<file path="config.mk">
export PLATFORM = sky130hd
export DESIGN_NAME = uart_async_receiver
export DESIGN_NICKNAME = d
export VERILOG_FILES = /design/src/hw/uart_rx_pkg.sv /design/src/hw/uart_async_receiver.sv
export VERILOG_INCLUDE_DIRS = /design/src /design/src/hw
export SDC_FILE = /design/constraint.sdc
export NUM_CORES = 1
export LEC_CHECK = 0
export BUFFER_PORTS_ARGS = -buffer_cell sky130_fd_sc_hd__buf_4
export CORE_UTILIZATION = 50
export CTS_BUF_LIST = sky130_fd_sc_hd__clkbuf_4
export DETAILED_ROUTE_END_ITERATION = 8
export PLACE_DENSITY = 0.69
export SLEW_MARGIN = 20
export SYNTH_ARGS = -nofsm -noshare
export SYNTH_HDL_FRONTEND = slang
export SYNTH_SLANG_ARGS = --single-unit
</file>
<file path="constraint.sdc">
create_clock -name clk_in -period 2.24 [get_ports clk_in]
set_input_delay 0.224 -clock clk_in [delete_from_list [all_inputs] [get_ports clk_in]]
set_output_delay 0.224 -clock clk_in [all_outputs]
set_load 0.01 [all_outputs]
</file>
<file path="src/hw/uart_rx_defs.svh">
/*
 * Register offsets, field positions, reset values and sampling counts
 * for the asynchronous receiver.
 * Assumes it is included by bare name after the type package.
 */
`ifndef UART_RX_DEFS_SVH
`define UART_RX_DEFS_SVH

// Register offsets on the plain register port
`define OFS_STATUS_A    2'h0
`define OFS_CONTROL_B   2'h1
`define OFS_CONTROL_C   2'h2
`define OFS_DATA        2'h3

// Status register a fields
`define BIT_RXC         7
`define BIT_FE          4
`define BIT_DOR         3
`define BIT_UPE         2
`define BIT_U2X         1

// Control register b fields
`define BIT_RXCIE       7
`define BIT_RXEN        4

// Control register c fields
`define BIT_PM_HI       5
`define BIT_PM_LO       4
`define BIT_SBS         3
`define BIT_CSZ_HI      2
`define BIT_CSZ_LO      1

// Reset values
`define RST_STATUS_A    8'h00
`define RST_CONTROL_B   8'h00
`define RST_CONTROL_C   8'h06

// Sample states per bit and first voting sample
`define SPB_NORMAL      5'h10
`define SPB_DOUBLE      5'h08
`define VOTE_NORMAL     5'h08
`define VOTE_DOUBLE     5'h04

// Receive buffer depth in characters
`define BUF_DEPTH       2'h2

`endif

</file>
<file path="src/hw/uart_rx_pkg.sv">
/*
 * Types shared by the asynchronous receiver.
 * Assumes nothing beyond a SystemVerilog compiler.
 */
package uart_rx_pkg;

	// Frame recovery states
	typedef enum logic [2:0] {
		ST_IDLE,
		ST_START,
		ST_DATA,
		ST_PARITY,
		ST_STOP
	} rx_state_e;

	// One buffered character with its status
	typedef struct packed {
		logic       fe;
		logic       dor;
		logic       pe;
		logic [7:0] data;
	} rx_entry_s;

endpackage : uart_rx_pkg

</file>
<file path="src/hw/uart_async_receiver.sv">
/*
 * Asynchronous serial receiver with a two-character receive buffer,
 * start-bit noise rejection, majority voting and parity checking.
 * Assumes a one-cycle sample tick from an outside baud generator at
 * 16x (or 8x in double speed) the bit rate, and a CPU on a plain
 * register port with read data one cycle after the read strobe.
 */
`timescale 1ns/100ps
`include "uart_rx_defs.svh"

module uart_async_receiver
	import uart_rx_pkg::*;
(
	// Clock and reset
	input  wire logic       clk_in,
	input  wire logic       rst_in,
	// Oversampling tick from the baud generator
	input  wire logic       sample_tick_in,
	// Serial line
	input  wire logic       serial_input_pin_in,
	// Register port
	input  wire logic [1:0] addr_in,
	input  wire logic [7:0] wdata_in,
	input  wire logic       wr_in,
	input  wire logic       rd_in,
	output logic      [7:0] rdata_out,
	// Status towards the system
	output logic            rx_irq_out,
	output logic            pin_override_out
);

	// Reset images; a literal cannot be bit-selected directly
	localparam logic [7:0] RESET_A = `RST_STATUS_A;
	localparam logic [7:0] RESET_B = `RST_CONTROL_B;
	localparam logic [7:0] RESET_C = `RST_CONTROL_C;

	// Synchroniser stages
	logic            rx_meta_reg;
	logic            rx_sync_reg;
	// Software registers
	logic            rx_complete_irq_enable;
	logic            receiver_enable_bit;
	logic            double_speed_bit;
	logic            parity_mode_high;
	logic            parity_mode_low;
	logic            stop_bit_select;
	logic      [1:0] char_size_reg;
	// Recovery machine
	rx_state_e       state_reg;
	logic      [4:0] cnt_reg;
	logic      [1:0] votes_reg;
	logic            last_smp_reg;
	logic      [2:0] bit_idx_reg;
	logic      [7:0] shift_reg;
	logic            par_err_reg;
	logic            lose_reg;
	// Waiting character and buffer
	logic            pend_valid_reg;
	rx_entry_s       pend_reg;
	rx_entry_s       buf_mem [2];
	logic            rd_ptr_reg;
	logic      [1:0] count_reg;
	logic            dor_sticky_reg;

	// Decode and derived timing
	logic      [4:0] bit_len;
	logic      [4:0] vote_first;
	logic      [4:0] vote_last;
	logic            decide;
	logic            bit_val;
	logic      [2:0] last_idx;
	logic            pop;
	logic            push;
	logic            wr_idx;
	logic            ovr_set;
	logic            start_ok;
	rx_entry_s       head;

	// Two-flop synchroniser on the serial pin
	always_ff @(posedge clk_in) begin
		if (rst_in) begin
			rx_meta_reg <= 1'b1;
			rx_sync_reg <= 1'b1;
		end else begin
			rx_meta_reg <= serial_input_pin_in;
			rx_sync_reg <= rx_meta_reg;
		end
	end

	// Sampling rate and vote window
	always_comb begin
		bit_len    = double_speed_bit ? `SPB_DOUBLE : `SPB_NORMAL;
		vote_first = double_speed_bit ? `VOTE_DOUBLE : `VOTE_NORMAL;
		vote_last  = vote_first + 5'h02;
		decide     = sample_tick_in && (cnt_reg == vote_last);
		// Two of three wins, current sample is the third
		bit_val    = (votes_reg[1] & votes_reg[0]) | (rx_sync_reg & (votes_reg[1] | votes_reg[0]));
		last_idx   = {1'b1, char_size_reg};
	end

	// Buffer bookkeeping terms
	always_comb begin
		pop      = rd_in && (addr_in == `OFS_DATA) && (count_reg != 2'h0);
		push     = pend_valid_reg && ((count_reg != `BUF_DEPTH) || pop);
		wr_idx   = rd_ptr_reg ^ count_reg[0];
		start_ok = (state_reg == ST_START) && decide && !bit_val;
		// Full buffer plus a waiting character means the new frame is lost
		ovr_set  = start_ok && (count_reg == `BUF_DEPTH) && pend_valid_reg;
		head     = buf_mem[rd_ptr_reg];
	end

	// Control registers; status writes only touch double speed
	always_ff @(posedge clk_in) begin
		if (rst_in) begin
			rx_complete_irq_enable <= RESET_B[`BIT_RXCIE];
			receiver_enable_bit    <= RESET_B[`BIT_RXEN];
			double_speed_bit       <= RESET_A[`BIT_U2X];
			parity_mode_high       <= RESET_C[`BIT_PM_HI];
			parity_mode_low        <= RESET_C[`BIT_PM_LO];
			stop_bit_select        <= RESET_C[`BIT_SBS];
			char_size_reg          <= RESET_C[`BIT_CSZ_HI:`BIT_CSZ_LO];
		end else if (wr_in) begin
			case (addr_in)
				// Error positions are not stored from writes
				`OFS_STATUS_A: begin
					double_speed_bit <= wdata_in[`BIT_U2X];
				end
				`OFS_CONTROL_B: begin
					rx_complete_irq_enable <= wdata_in[`BIT_RXCIE];
					receiver_enable_bit    <= wdata_in[`BIT_RXEN];
				end
				`OFS_CONTROL_C: begin
					parity_mode_high <= wdata_in[`BIT_PM_HI];
					parity_mode_low  <= wdata_in[`BIT_PM_LO];
					stop_bit_select  <= wdata_in[`BIT_SBS];
					char_size_reg    <= wdata_in[`BIT_CSZ_HI:`BIT_CSZ_LO];
				end
				// Data register is read only here
				default: begin
				end
			endcase
		end
	end

	// Sample counter and vote shift, free running within a frame
	always_ff @(posedge clk_in) begin
		if (rst_in || !receiver_enable_bit) begin
			cnt_reg   <= 5'h00;
			votes_reg <= 2'b11;
		end else if (sample_tick_in) begin
			if (state_reg == ST_IDLE) begin
				// The first low sample is one, so the next tick is sample two
				cnt_reg <= 5'h02;
			end else if (cnt_reg == bit_len) begin
				cnt_reg <= 5'h01;
			end else begin
				cnt_reg <= cnt_reg + 5'h01;
			end
			// Collect the centre samples
			if ((cnt_reg >= vote_first) && (cnt_reg < vote_last)) begin
				votes_reg <= {votes_reg[0], rx_sync_reg};
			end
		end
	end

	// Frame recovery state machine
	always_ff @(posedge clk_in) begin
		if (rst_in || !receiver_enable_bit) begin
			// Disable abandons any frame in progress
			state_reg    <= ST_IDLE;
			last_smp_reg <= 1'b0;
			bit_idx_reg  <= 3'h0;
			shift_reg    <= 8'h00;
			par_err_reg  <= 1'b0;
			lose_reg     <= 1'b0;
		end else begin
			case (state_reg)
				// Hunt for a high to low transition
				ST_IDLE: begin
					if (sample_tick_in) begin
						last_smp_reg <= rx_sync_reg;
						if (last_smp_reg && !rx_sync_reg) begin
							state_reg <= ST_START;
						end
					end
				end
				// Validate the start bit
				ST_START: begin
					if (decide) begin
						if (bit_val) begin
							// Noise spike, back to hunting
							state_reg    <= ST_IDLE;
							last_smp_reg <= rx_sync_reg;
						end else begin
							state_reg   <= ST_DATA;
							bit_idx_reg <= 3'h0;
							shift_reg   <= 8'h00;
							par_err_reg <= 1'b0;
							lose_reg    <= ovr_set;
						end
					end
				end
				// Data bits, least significant first
				ST_DATA: begin
					if (decide) begin
						shift_reg[bit_idx_reg] <= bit_val;
						bit_idx_reg            <= bit_idx_reg + 3'h1;
						if (bit_idx_reg == last_idx) begin
							state_reg <= parity_mode_high ? ST_PARITY : ST_STOP;
						end
					end
				end
				// Parity compare against the data bits
				ST_PARITY: begin
					if (decide) begin
						par_err_reg <= parity_mode_high & (^shift_reg ^ bit_val ^ parity_mode_low);
						state_reg   <= ST_STOP;
					end
				end
				// Only the first stop bit is looked at
				ST_STOP: begin
					if (decide) begin
						state_reg    <= ST_IDLE;
						last_smp_reg <= rx_sync_reg;
					end
				end
				default: begin
					state_reg <= ST_IDLE;
				end
			endcase
		end
	end

	// Shift register to waiting slot; a frame lost to overrun is dropped
	always_ff @(posedge clk_in) begin
		if (rst_in || !receiver_enable_bit) begin
			pend_valid_reg <= 1'b0;
			pend_reg       <= '0;
		end else if ((state_reg == ST_STOP) && decide && !lose_reg) begin
			pend_valid_reg <= 1'b1;
			pend_reg.data  <= shift_reg;
			pend_reg.fe    <= !bit_val;
			pend_reg.pe    <= par_err_reg;
			pend_reg.dor   <= 1'b0;
		end else if (push) begin
			pend_valid_reg <= 1'b0;
		end
	end

	// Overrun memory until a character reaches the buffer
	always_ff @(posedge clk_in) begin
		if (rst_in || !receiver_enable_bit) begin
			dor_sticky_reg <= 1'b0;
		end else if (ovr_set) begin
			// A set in the transfer cycle survives the clear
			dor_sticky_reg <= 1'b1;
		end else if (push) begin
			dor_sticky_reg <= 1'b0;
		end
	end

	// Buffer entries, written at the tail
	for (genvar i = 0; i < 2; i++) begin : g_entry
		always_ff @(posedge clk_in) begin
			if (rst_in) begin
				buf_mem[i] <= '0;
			end else if (push && (wr_idx == 1'(i))) begin
				buf_mem[i]     <= pend_reg;
				buf_mem[i].dor <= dor_sticky_reg | ovr_set;
			end
		end
	end

	// Head pointer and fill count
	always_ff @(posedge clk_in) begin
		if (rst_in || !receiver_enable_bit) begin
			rd_ptr_reg <= 1'b0;
			count_reg  <= 2'h0;
		end else begin
			if (pop) begin
				rd_ptr_reg <= !rd_ptr_reg;
			end
			// Push and pop together keep the count
			if (push && !pop) begin
				count_reg <= count_reg + 2'h1;
			end else if (pop && !push) begin
				count_reg <= count_reg - 2'h1;
			end
		end
	end

	// Read data, valid only in the cycle after the strobe
	always_ff @(posedge clk_in) begin
		if (rst_in) begin
			rdata_out <= 8'h00;
		end else if (rd_in) begin
			case (addr_in)
				`OFS_STATUS_A: begin
					rdata_out <= 8'h00;
					rdata_out[`BIT_RXC] <= (count_reg != 2'h0);
					// Flags describe the next readable character
					rdata_out[`BIT_FE]  <= (count_reg != 2'h0) & head.fe;
					rdata_out[`BIT_DOR] <= (count_reg != 2'h0) & head.dor;
					rdata_out[`BIT_UPE] <= (count_reg != 2'h0) & head.pe;
					rdata_out[`BIT_U2X] <= double_speed_bit;
				end
				`OFS_CONTROL_B: begin
					rdata_out <= 8'h00;
					rdata_out[`BIT_RXCIE] <= rx_complete_irq_enable;
					rdata_out[`BIT_RXEN]  <= receiver_enable_bit;
				end
				`OFS_CONTROL_C: begin
					rdata_out <= 8'h00;
					rdata_out[`BIT_PM_HI] <= parity_mode_high;
					rdata_out[`BIT_PM_LO] <= parity_mode_low;
					rdata_out[`BIT_SBS]   <= stop_bit_select;
					rdata_out[`BIT_CSZ_HI:`BIT_CSZ_LO] <= char_size_reg;
				end
				// Empty buffer reads as zero
				default: begin
					rdata_out <= (count_reg != 2'h0) ? head.data : 8'h00;
				end
			endcase
		end else begin
			rdata_out <= 8'h00;
		end
	end

	// Interrupt and pin ownership; error flags take no part
	always_ff @(posedge clk_in) begin
		if (rst_in) begin
			rx_irq_out       <= 1'b0;
			pin_override_out <= 1'b0;
		end else begin
			// Level request, one cycle behind the flag
			rx_irq_out       <= rx_complete_irq_enable && (count_reg != 2'h0);
			pin_override_out <= receiver_enable_bit;
		end
	end
endmodule : uart_async_receiver

</file>
Word-level counts from Yosys, hierarchy flattened
Memory sizes are Yosys's and may differ from the RTL's. A register that Yosys moved wholly into a read port is not among the register bits.
Index checks and enable logic that the tools add are counted.
{ "totals": {"regBits": 59, "ram_bits": 22, "input_bits": 16, "out_inout_bits": 10, "word_cells": 179, "mem_count": 1} }
{ "op_classes": {"addsub": 5, "magnitude_cmp": 4, "eq_ne": 21, "muxes": 55, "bitwise": 19, "reduce_logical": 47} }
{ "memory_table": {"columns": ["memory", "depth", "word_bits", "read_ports", "rd_ports_with_merged_regs", "wr", "line_no", "rtl"], "rows": [
  ["buf_mem", 2, 11, 1, 1, 2, "uart_async_receiver.sv:60", "rx_entry_s buf_mem [2];"]
]} }
{ "ops": {"columns": ["op", "count"], "rows": [
  ["3-bit 2-to-1 mux", 11],
  ["8-bit 2-to-1 mux", 4],
  ["8-bit case mux with 3 select lines", 1],
  ["1-bit 2-to-1 mux", 23],
  ["11-bit 2-to-1 mux", 2],
  ["1-bit logical AND", 18],
  ["2-bit inequality test (second input constant)", 9],
  ["8-bit case mux with 2 select lines", 1],
  ["5-bit 2-to-1 mux", 3],
  ["3-bit case mux with 5 select lines", 1],
  ["2-bit nonzero test", 6],
  ["5-bit == test", 2],
  ["8-bit bitwise mux", 1],
  ["2-bit AND reduction", 4],
  ["4-bit AND reduction", 2],
  ["8-bit parity", 1],
  ["1-bit zero test", 7],
  ["1-bit OR", 7],
  ["7-bit AND reduction", 1],
  ["1-bit AND", 6],
  ["2-bit == test (second input constant)", 3],
  ["3-bit by 2-bit == test with 1-bit output (second input constant)", 2],
  ["2-bit 2-to-1 mux", 3],
  ["3-bit case mux with 2 select lines", 1],
  ["27 further kinds", 32]
]} }

Depth between registers and ports, before layout
Gate-level depths: netlist of the first run.
{ "depth": {"depth_word": 11, "depth_mapped": 8, "mapped_depth_nobuf": 7} }

Worst setup path before layout of the first run
Ideal clock, no wire load.
{ "synth_path": {"kind": "register -> register", "from": "register double_speed_bit", "to": "register shift_reg[0]", "setup_ns": 0.153, "t_arrival_ns": 1.863, "required_time_ns": 2.087, "slack_ns": 0.224, "path_stages_with_launch": 8, "n_path_buf": 1, "period_less_slack_ns": 2.016, "path_cell_list": "dfxtp_1 inv_1 ha_1 nand3b_4 or2_1 clkbuf_1 nor4_1 a221oi_1"} }
{ "synth_via": {"elab_chain_len": 6, "elab_cells_between_ends": 7, "classes_between": "add/sub: 1; eq/ne: 3; mux: 1; reduce/logical: 2"} }
{ "synth_rtl": {"columns": ["item", "line_no", "rtl"], "rows": [
  ["start, declared", "uart_async_receiver.sv:43", "logic double_speed_bit;"],
  ["start signal, assigned", "uart_async_receiver.sv:117", "double_speed_bit <= RESET_A[`BIT_U2X];"],
  ["start signal, assigned", "uart_async_receiver.sv:126", "double_speed_bit <= wdata_in[`BIT_U2X];"],
  ["4-bit 2-to-1 mux (no line) *", null, null],
  ["4-bit by 2-bit adder with 5-bit output *", "uart_async_receiver.sv:94", "vote_last = vote_first + 5'h02;"],
  ["5-bit == test *", "uart_async_receiver.sv:95", "decide = sample_tick_in && (cnt_reg == vote_last);"],
  ["1-bit logical AND *", "uart_async_receiver.sv:95", null],
  ["2-bit inequality test (no line)", null, null],
  ["4-bit AND reduction (no line) *", null, null],
  ["end signal, assigned by index", "uart_async_receiver.sv:206", "shift_reg[bit_idx_reg] <= bit_val;"],
  ["end, declared", "uart_async_receiver.sv:54", "logic [7:0] shift_reg;"]
]} }
Mark *: on every way between the ends. The rest lies on a longest branch, timed or not.
A chain may end at the register's enable or synchronous reset.

Worst setup path in the final report of the first run
{ "layout_path": {"from": "register count_reg[0]", "to": "register count_reg[1]"} }
{ "layout_via": {"elab_chain_len": 7, "elab_cells_between_ends": 14, "classes_between": "add/sub: 2; eq/ne: 1; mux: 2; reduce/logical: 9"} }
{ "layout_rtl": {"columns": ["item", "line_no", "rtl"], "rows": [
  ["start, declared", "uart_async_receiver.sv:62", "logic [1:0] count_reg;"],
  ["start signal, assigned", "uart_async_receiver.sv:285", "count_reg <= count_reg + 2'h1;"],
  ["start signal, assigned", "uart_async_receiver.sv:287", "count_reg <= count_reg - 2'h1;"],
  ["2-bit nonzero test", "uart_async_receiver.sv:103", "pop = rd_in && (addr_in == `OFS_DATA) && (count_reg != 2'h0);"],
  ["1-bit logical AND", "uart_async_receiver.sv:103", null],
  ["1-bit logical OR", "uart_async_receiver.sv:104", "push = pend_valid_reg && ((count_reg != `BUF_DEPTH) || pop);"],
  ["1-bit logical AND", "uart_async_receiver.sv:104", null],
  ["1-bit zero test", "uart_async_receiver.sv:286", "end else if (pop && !push) begin"],
  ["1-bit logical AND", "uart_async_receiver.sv:286", null],
  ["2-bit nonzero test (no line)", null, null]
]} }
Several ways; a longest one is shown, not always the timed one. The select of a mux whose other input is x is not followed.

==> flow_summary_export.csv, run 1 <==
group,metric,value,unit
critical_path,cp_slowest_stage_delay,430,ps
critical_path,crit_fanout,8,
finish,area.sequential,0.001862,sq mm
hold_path,min_to,"stop_bit_select",
grt,grt_pass1_vias,2734,
placed_design,hpwl,5532,um
critical_path,r2r_cells,6,
clock_network,cts_root_buf,"clkbuf_4",
power_and_ir_drop,vdd_drop_max,0.0002685,V
hold_path,hold_depth,3,
timing,skew,18.89,ps
power_and_ir_drop,power_frac_seq,0.615,
placed_design,gp_congestion,0.8568,
power_and_ir_drop,p_sw,0.5880,mW
critical_path,r2r_end,"count_reg[1]",
critical_path,path_buf_inv,1,
power_and_ir_drop,leakagePower,1.534,nW
yosys,ys_seq_area_frac,0.4802,
route,firstDrtPassIters,4,
route,drt_iter0_markers,84,
critical_path,worst_ep_arrival_time,2390,ps
power_and_ir_drop,combPwrFrac,0.043,
critical_path,r2r_slack,200,ps
placed_design,portBuffers,23,
power_and_ir_drop,clkPwrFrac,0.342,
finish,stdcell_count,521,
floorplanning,io_pins,26,
finish,n_fill_cell,651,
route,num_vias,2915,
clock_network,cts_tree,"yes",
timing,final-setup-viol-count,0,
power_and_ir_drop,intPower,1.950,mW
yosys,synth_fp_nets,416,
clock_network,cts_setup_buffers,0,
critical_path,crit_path_top_delay_cell,"dfxtp_1",
finish,drive_above_1_share,0.1517,
placed_design,pre_cts_ws,138.6,ps
finish,nets,440,
hold_path,min_from,"wdata_in[3]",
floorplanning,fp.dieW,90.06,um
placed_design,dp_cells,504,
grt,grt_overflow,0,
yosys,postSynthAreaPerCell,9.866,sq um
finish,mostFrequentLayoutCells,"60 x dfxtp_1, 37 x buf_4, 28 x nand2_1, 27 x nor2_1, 25 x a21oi_1",
critical_path,cp.required,2590,ps
yosys,async_flop_share,0,
grt,track_usage,0.2045,
power_and_ir_drop,finalPower,2.538,mW
critical_path,worst-setup-path-type,"register to register",
grt,antenna_found_initial,0,
route,routed_wl,7813,um
timing,slew_violations,0,
outcome,outcome,"finished, final reports clean",
timing,max_freq,489.6,MHz
floorplanning,die_h,90.06,um
timing,finalHoldViolCount,0,
finish,layout_commonest_cell,"dfxtp_1",
timing,timing.final.crit_period,2043,ps
finish,multi_input_area,0.001882,sq mm
clock_network,clkSlewWorstSetupHoldPaths,140,ps
yosys,synth_seq_cells,82,
timing,period_share,0.9118,
floorplanning,coreArea,0.007370,sq mm
hold_path,min_path_type,"input port to register",
critical_path,crit_chain,"nand2b_1 -> o21ai_1 -> inv_1 -> ha_1 -> or3_1 -> a21oi_1",
timing,final.setup.tns,0,ps
finish,postLayoutCoreUtil,0.5881,
power_and_ir_drop,p_sw_frac,0.2316,
flow_run,drv_cap,0,
grt,grt_pass1_wl,13190,um
route,wl_per_cell,15.00,um
timing,fin_ws,197.5,ps
clock_network,clk_latency,430,ps
route,ant_nets,0,
floorplanning,rows,31,
yosys,synthFlopType,"dfxtp_1",
finish,largest_reg_flops,22,
floorplanning,die_area,0.008111,sq mm
route,via_per_inst,5.595,
critical_path,cp-end-kind,"register",
critical_path,crit_family,"compound AO/OA/AOI/OAI gates",
clock_network,cts_max_level,3,
clock_network,clockBufferDepth,2,
yosys,yosys_warnings,0,
yosys,synth_edf_count,22,
critical_path,cp-start-kind,"register",
finish,synthToLayoutAreaGrowth,11.78,%
grt,grt_start_max_net_pins,27,
clock_network,cts_buffers,9,
clock_network,cts.sinks,82,
critical_path,r2r_start,"count_reg[0]",
finish,num_antenna_cells,0,
yosys,synth_area,0.003877,sq mm
power_and_ir_drop,power.density,585.7,mW/mm^2
yosys,ys_types,59,
timing,tightest_slew,606.8,ps
floorplanning,start_util,0.5261,
route,drc,0,
timing,slew_headroom,0.5949,
yosys,synth_cells,393,
==> routing by layer <==
layer	GRT usage	wire length [um]	vias to the layer above
met2	0.3346	3709	52
met3	0.05330	277	7
met4	0.04973	70	0
li1	-	-	1474
met5	0	0	-
met1	0.2702	3756	1382
==> worst max path at each step <==
stage	cells after the start	startpoint	endpoint
2_1_floorplan	7	double_speed_bit	shift_reg[0]
3_3_place_gp	4	count_reg[0]	buf_mem[1][4]
3_5_place_dp	4	count_reg[0]	buf_mem[0][6]
4_1_cts	4	count_reg[0]	buf_mem[0][6]
5_1_grt	7	count_reg[0]	count_reg[1]
6_report	6	count_reg[0]	count_reg[1]
==> cell usage after synthesis (4+ instances only) <==
cell type | number | area share
nand3_1 | 9 | 0.012
o21ai_0 | 7 | 0.0090
a221oi_1 | 7 | 0.016
nor2b_1 | 6 | 0.0097
nor3_1 | 6 | 0.0077
o21ai_1 | 6 | 0.0077
and3_1 | 7 | 0.011
ha_1 | 7 | 0.023
dfxtp_1 | 60 | 0.31
and2_1 | 22 | 0.035
nand2b_1 | 6 | 0.0097
nand4_1 | 10 | 0.016
inv_1 | 10 | 0.0097
a21oi_1 | 25 | 0.032
xor2_1 | 9 | 0.020
nor4_1 | 4 | 0.0065
clkbuf_1 | 16 | 0.015
a211oi_1 | 5 | 0.0097
nor2_1 | 27 | 0.026
mux2i_1 | 20 | 0.052
edfxtp_1 | 22 | 0.17
nor3b_1 | 5 | 0.0097
buf_2 | 4 | 0.0052
o22ai_1 | 4 | 0.0065
nand2_1 | 28 | 0.027
xnor2_1 | 7 | 0.016
==> what timing repair did <==
| action | in CTS | in global routing |
|---|---|---|
| gates resized for setup | 0 | 2 |
| hold buffers | 1 | 0 |
| endpoints found under the setup margin | 0 | 20 |
| hold endpoints to repair | 1 | 0 |
==> power by group through the flow <==
stage               clock [mW]  combinational (mW)  sequential (mW)
floorplan                    0              0.0652             1.59
global placement             0               0.105             1.59
detailed placement           0               0.107             1.59
CTS                      0.889               0.109             1.56
global route             0.948               0.120             1.57
finish                   0.868               0.109             1.56
==> cells by family (layout without fill, tap and decap cells) <==
group / Yosys count / in the layout / share of synthesized area
DFF: 82 / 82 / 0.4802
AOI/OAI and AO/OA: 81 / 81 / 0.1401
muxes: 23 / 23 / 0.06034
adders and majority gates: 8 / 8 / 0.02517
xor gates and xnor gates: 17 / 17 / 0.04195
and+or+nand+nor: 147 / 147 / 0.2152
buffers and inverters: 35 / 64 / 0.03711
==> area by class of cell <==
| class | instances | share of cell area |
|---|---|---|
| repair buffers | 38 | 0.06640 |
| inverters | 10 | 0.008661 |
| clock inverters | 6 | 0.01530 |
| multi-input cells | 276 | 0.4342 |
| well taps | 99 | 0.02858 |
| clock buffers | 10 | 0.01732 |
| flip-flops and latches | 82 | 0.4296 |
==> worst register-to-register path, delay by kind of cell (launching register included) <==
family	cells	cell delay, ps
AOI/OAI and AO/OA	2	580
adders and majority gates	1	320
buffers and inverters	1	90
DFF	1	430
and+or+nand+nor	2	560
==> stage by stage <==
| stage | hold WS, ps | instance area, sq um |
|---|---|---|
| 2_1_floorplan | 327.8 | 3877 |
| 3_3_place_gp | 402.7 | 4173 |
| 3_5_place_dp | 407.9 | 4173 |
| 4_1_cts | 19.25 | 4324 |
| 5_1_grt | 30.79 | 4334 |
| 6_report | 38.42 | 4334 |
Power figures use the tool's default switching activity.
==> run 2, diff against run 1 <==
--- a/config.mk
+++ b/config.mk
@@ -6,11 +6,12 @@
 export SDC_FILE = /design/constraint.sdc
 export NUM_CORES = 1
 export LEC_CHECK = 0
-export BUFFER_PORTS_ARGS = -buffer_cell sky130_fd_sc_hd__buf_4
+export BUFFER_PORTS_ARGS = -buffer_cell sky130_fd_sc_hd__buf_2
 export CORE_UTILIZATION = 50
 export CTS_BUF_LIST = sky130_fd_sc_hd__clkbuf_4
+export CTS_CLUSTER_SIZE = 14
 export DETAILED_ROUTE_END_ITERATION = 8
-export PLACE_DENSITY = 0.69
+export PLACE_DENSITY = 0.73
 export SLEW_MARGIN = 20
 export SYNTH_ARGS = -nofsm -noshare
 export SYNTH_HDL_FRONTEND = slang
==> run 2 against run 1 <==
- sequential share of layout area rose by 0.68 points
- setup slack got worse by 18 ps
- core utilization fell by 0.88 points
- first-iteration DRC count rose by 13%
- power rose by 0.60%
- global-route usage fell by 0.77 points
- fmax fell by 0.87%
- sequential cell count did not move
- non-clock buffer count fell by 2
- final cell count fell by 0.38%
- highest routed layer unchanged
==> flow_summary_export.csv, run 2 (synthesized netlist as in run 1, its figures left out) <==
group,metric,value,unit
outcome,outcome,"finished, final reports clean",
route,ant_nets,0,
power_and_ir_drop,intPower,1.937,mW
power_and_ir_drop,power_frac_seq,0.612,
hold_path,hold_depth,3,
critical_path,cp.depth,6,
finish,num_antenna_cells,0,
grt,track_usage,0.1968,
clock_network,cts_tree,"yes",
timing,timing.final.crit_period,2061,ps
clock_network,clk_latency,440,ps
finish,multi_input_area,0.001887,sq mm
grt,antenna_found_initial,0,
timing,rsz0062_at_grt,"no",
timing,final-setup-viol-count,0,
critical_path,crit_path_top_delay_cell,"dfxtp_1",
critical_path,r2r_slack,180,ps
grt,grt_pass1_wl,12930,um
finish,area.sequential,0.001863,sq mm
timing,max_freq,485.3,MHz
grt,grt_start_max_net_pins,22,
critical_path,cp-start-kind,"register",
route,via_per_inst,5.657,
route,drc,0,
route,firstDrtPassIters,4,
critical_path,cp.required,2610,ps
route,drt_iter0_markers,95,
clock_network,cts.sinks,82,
critical_path,worst_ep_arrival_time,2440,ps
timing,slew_headroom,0.5292,
placed_design,dp_cells,502,
timing,tightest_slew,700.9,ps
grt,grt_overflow,0,
clock_network,cts_root_buf,"clkbuf_4",
floorplanning,die_area,0.008111,sq mm
critical_path,r2r_start,"count_reg[0]",
route,wl_per_cell,14.34,um
critical_path,crit_chain,"nand2b_1 -> o21ai_1 -> inv_1 -> ha_1 -> or3_1 -> a21oi_1",
finish,mostFrequentLayoutCells,"59 x dfxtp_1, 28 x nand2_1, 27 x nor2_1, 25 x a21oi_1, 23 x buf_2",
route,num_vias,2936,
critical_path,cp_slowest_stage_delay,440,ps
floorplanning,rows,31,
clock_network,clockBufferDepth,2,
power_and_ir_drop,clkPwrFrac,0.349,
critical_path,r2r_cells,6,
clock_network,cts_buffers,9,
power_and_ir_drop,combPwrFrac,0.039,
critical_path,worst-setup-path-type,"register to register",
hold_path,min_to,"rx_complete_irq_enable",
finish,n_fill_cell,652,
finish,stdcell_count,519,
critical_path,crit_fanout,8,
floorplanning,fp.dieW,90.06,um
power_and_ir_drop,leakagePower,1.522,nW
power_and_ir_drop,vdd_drop_max,0.0002769,V
finish,largest_reg_flops,22,
hold_path,min_path_type,"input port to register",
critical_path,path_buf_inv,1,
placed_design,pre_cts_ws,160.9,ps
critical_path,cp-end-kind,"register",
power_and_ir_drop,p_sw_frac,0.2417,
placed_design,portBuffers,23,
power_and_ir_drop,p_sw,0.6172,mW
placed_design,gp_congestion,0.8591,
timing,final.setup.tns,0,ps
hold_path,min_from,"wdata_in[7]",
critical_path,critPathLaunch,"count_reg[0]",
grt,grt_pass1_vias,2782,
placed_design,hpwl,5223,um
timing,period_share,0.9199,
finish,synthToLayoutAreaGrowth,10.10,%
finish,nets,438,
critical_path,r2r_end,"count_reg[1]",
timing,finalHoldViolCount,0,
timing,fin_ws,179.4,ps
critical_path,crit_family,"compound AO/OA/AOI/OAI gates",
timing,skew,25.68,ps
flow_run,drv_cap,0,
floorplanning,coreArea,0.007370,sq mm
finish,postLayoutCoreUtil,0.5793,
finish,layout_commonest_cell,"dfxtp_1",
route,routed_wl,7442,um
floorplanning,io_pins,26,
clock_network,cts_max_level,3,
clock_network,clkSlewWorstSetupHoldPaths,150,ps
floorplanning,start_util,0.5261,
floorplanning,die_h,90.06,um
timing,slew_violations,0,
power_and_ir_drop,power.density,598.2,mW/mm^2
finish,drive_above_1_share,0.1548,
[run 2: metal layers]
layer | wire, um | share of wire | track usage | vias to the layer above
met2 | 3494 | 0.47 | 0.3155 | 73
met5 | 0 | 0 | 0 | -
met3 | 306 | 0.041 | 0.04061 | 14
met1 | 3489 | 0.47 | 0.2584 | 1381
li1 | - | - | - | 1468
met4 | 152 | 0.020 | 0.08199 | 0
[run 2: worst max-delay path by stage]
stage	end	slack [ps]
after global routing	count_reg[1]	20
after detailed placement	votes_reg[0]	160
after floorplan	shift_reg[0]	220
after CTS	shift_reg[2]	120
final	count_reg[1]	180
after global placement	lose_reg	200
[run 2: worst register-to-register path, stage by stage, from the launching register on]
cell	delay [ps]
dfxtp_1	440
nand2b_1	210
o21ai_1	420
inv_1	110
ha_1	330
or3_1	350
a21oi_1	140
[run 2: final cells by class]
type | count | share of cell area
Multi-Input combinational cell | 276 | 0.4420
Inverter | 10 | 0.008793
Clock buffer | 9 | 0.01583
Timing Repair Buffer | 36 | 0.05041
Sequential cell | 82 | 0.4364
Clock inverter | 7 | 0.01759
Tap cell | 99 | 0.02902
[run 2: per-stage QoR]
| stage | total power, mW | cell area (sq um) | hold slack (ps) |
|---|---|---|---|
| floorplan | 1.656 | 3877 | 327.8 |
| global placement | 1.689 | 4100 | 398.7 |
| detailed placement | 1.691 | 4100 | 401.2 |
| CTS | 2.566 | 4253 | 6.365 |
| global route | 2.653 | 4269 | 1.599 |
| finish | 2.554 | 4269 | 24.93 |
[run 2: what timing repair did]
| item | in CTS | in global routing |
|---|---|---|
| setup buffers | 0 | 0 |
| hold buffers | 1 | 0 |
| endpoints found under the hold margin | 1 | 0 |
| endpoints found under the setup margin | 0 | 22 |
| resized for setup | 0 | 4 |
[run 2: power by group through the flow]
stage                     combinational [mW]  clock (mW)  sequential [mW]
after floorplan                       0.0652           0             1.59
after global placement                0.0948           0             1.59
after detailed placement              0.0958           0             1.59
after CTS                             0.0979       0.906             1.56
after global routing                   0.108       0.978             1.57
final                                 0.0993       0.891             1.56
==> run 3, diff against run 2 <==
--- a/config.mk
+++ b/config.mk
@@ -12,6 +12,7 @@
 export CTS_CLUSTER_SIZE = 14
 export DETAILED_ROUTE_END_ITERATION = 8
 export PLACE_DENSITY = 0.73
+export SETUP_SLACK_MARGIN = 0.2
 export SLEW_MARGIN = 20
 export SYNTH_ARGS = -nofsm -noshare
 export SYNTH_HDL_FRONTEND = slang
==> run 3 against run 2 <==
- final area is 1.3% higher
- clock-buffer cell count stayed put
- core utilization is 0.75 points higher
- via count is 0.89% higher
- sequential cell count stayed put
- setup slack better by 120 ps
- final cell count stayed put
- combinational power hardly changed
- clock skew is 1.7 ps higher
- critical path depth stayed put
- largest cell class unchanged
- highest routed layer unchanged
==> flow_summary_export.csv, run 3 (synthesized netlist as in run 1, its figures left out) <==
group,metric,value,unit
route,firstDrtPassIters,4,
grt,grt_pass1_wl,12930,um
floorplanning,fp.dieW,90.06,um
placed_design,pre_cts_ws,160.9,ps
route,via_per_inst,5.707,
timing,final-setup-viol-count,0,
placed_design,hpwl,5223,um
finish,nets,438,
placed_design,dp_cells,502,
timing,rsz0062_at_grt,"no",
route,num_vias,2962,
critical_path,cp_slowest_stage_delay,400,ps
timing,slew_headroom,0.5217,
timing,skew,27.43,ps
finish,stdcell_count,519,
finish,finalInstanceArea,0.004324,sq mm
finish,layout_commonest_cell,"dfxtp_1",
critical_path,crit_path_top_delay_cell,"dfxtp_4",
floorplanning,rows,31,
finish,mostFrequentLayoutCells,"59 x dfxtp_1, 28 x nand2_1, 26 x nor2_1, 25 x a21oi_1, 23 x buf_2",
critical_path,r2r_cells,6,
critical_path,r2r_slack,300,ps
grt,track_usage,0.1968,
placed_design,portBuffers,23,
timing,fin_hold_ws,23.06,ps
power_and_ir_drop,leakagePower,1.527,nW
critical_path,worst_ep_arrival_time,2310,ps
clock_network,cts_max_level,3,
floorplanning,die_h,90.06,um
route,ant_nets,0,
flow_run,drv_cap,0,
placed_design,dpl-instance-area,0.004100,sq mm
route,drt_iter0_markers,109,
clock_network,clockBufferDepth,2,
floorplanning,coreArea,0.007370,sq mm
timing,timing.final.crit_period,1943,ps
timing,max_freq,514.8,MHz
critical_path,r2r_end,"bit_idx_reg[0]",
critical_path,cp.required,2610,ps
timing,slew_violations,0,
outcome,outcome,"finished, final reports clean",
power_and_ir_drop,vdd_drop_max,0.0002774,V
hold_path,min_to,"parity_mode_high",
clock_network,clk_latency,440,ps
grt,grt_pass1_vias,2782,
hold_path,hold_depth,3,
clock_network,cts.sinks,82,
floorplanning,start_util,0.5261,
critical_path,cp-start-kind,"register",
route,routed_wl,7586,um
critical_path,cp-end-kind,"register",
clock_network,cts_buffers,9,
critical_path,crit_fanout,9,
floorplanning,die_area,0.008111,sq mm
finish,postLayoutCoreUtil,0.5868,
route,drc,0,
route,wl_per_cell,14.62,um
timing,final.setup.tns,0,ps
critical_path,r2r_start,"double_speed_bit",
grt,grt_overflow,0,
clock_network,clkSlewWorstSetupHoldPaths,150,ps
grt,antenna_found_initial,0,
placed_design,gp_congestion,0.8591,
grt,grt_start_max_net_pins,22,
clock_network,cts_tree,"yes",
timing,tightest_slew,712.0,ps
critical_path,worst-setup-path-type,"register to register",
timing,period_share,0.8672,
finish,num_antenna_cells,0,
power_and_ir_drop,power.density,591.6,mW/mm^2
power_and_ir_drop,finalPower,2.558,mW
hold_path,min_from,"wdata_in[5]",
finish,largest_reg_flops,22,
finish,drive_above_1_share,0.1714,
finish,synthToLayoutAreaGrowth,11.52,%
timing,fin_ws,297.4,ps
critical_path,crit_chain,"ha_1 -> nand3b_4 -> or2_4 -> buf_4 -> or3_1 -> a21oi_1",
clock_network,cts_root_buf,"clkbuf_4",
hold_path,min_path_type,"input port to register",
timing,finalHoldViolCount,0,
floorplanning,io_pins,26,
[run 3: cell counts in the layout (fill, tap and decap cells not counted)]
No cell type changed its count.
[run 3: worst max-delay path by stage]
stage                          start              to  slack [ps]  cells after the start
finish              double_speed_bit  bit_idx_reg[0]         300                      6
global route        double_speed_bit  bit_idx_reg[0]         210                      6
CTS                 double_speed_bit    shift_reg[2]         220                      6
detailed placement  double_speed_bit    votes_reg[0]         160                      6
global placement    double_speed_bit        lose_reg         200                      6
floorplan           double_speed_bit    shift_reg[0]         220                      7
[run 3: cell type report]
cell class	count	area, sq um
well taps	99	123.9
inverters	10	37.54
multi-input cells	276	1939
flip-flops and latches	82	1866
clock inverters	7	75.07
fillers	644	3045
repair buffers	36	215.2
clock buffers	9	67.56
[run 3: layer usage]
metal  track usage  vias up  share of wire
met4       0.08199        0          0.020
met3       0.04061       14          0.033
met1        0.2584     1419           0.47
met5             0        -              0
met2        0.3155       60           0.48
li1              -     1469              -
[run 3: repair_timing]
item | CTS | global route
hold buffers | 1 | 0
endpoints found under the setup margin | 11 | 36
endpoints found under the hold margin | 1 | 0
setup buffers | 0 | 0
pin swaps | 0 | 0
gates resized for setup | 1 | 13
[run 3: power by group]
| group | internal, mW | switching [mW] | total (mW) |
|---|---|---|---|
| clock network | 0.349 | 0.546 | 0.895 |
| registers | 1.55 | 0.0153 | 1.56 |
| logic | 0.0410 | 0.0605 | 0.102 |
| total | 1.94 | 0.622 | 2.56 |
[run 3: worst max-delay path, delay by kind of cell, from the launching register on]
kind            cells  cell delay, ps
fa+ha+maj           1             340
simple gates        3             840
flops               1             400
compound gates      1             130
buf+inv             1             150
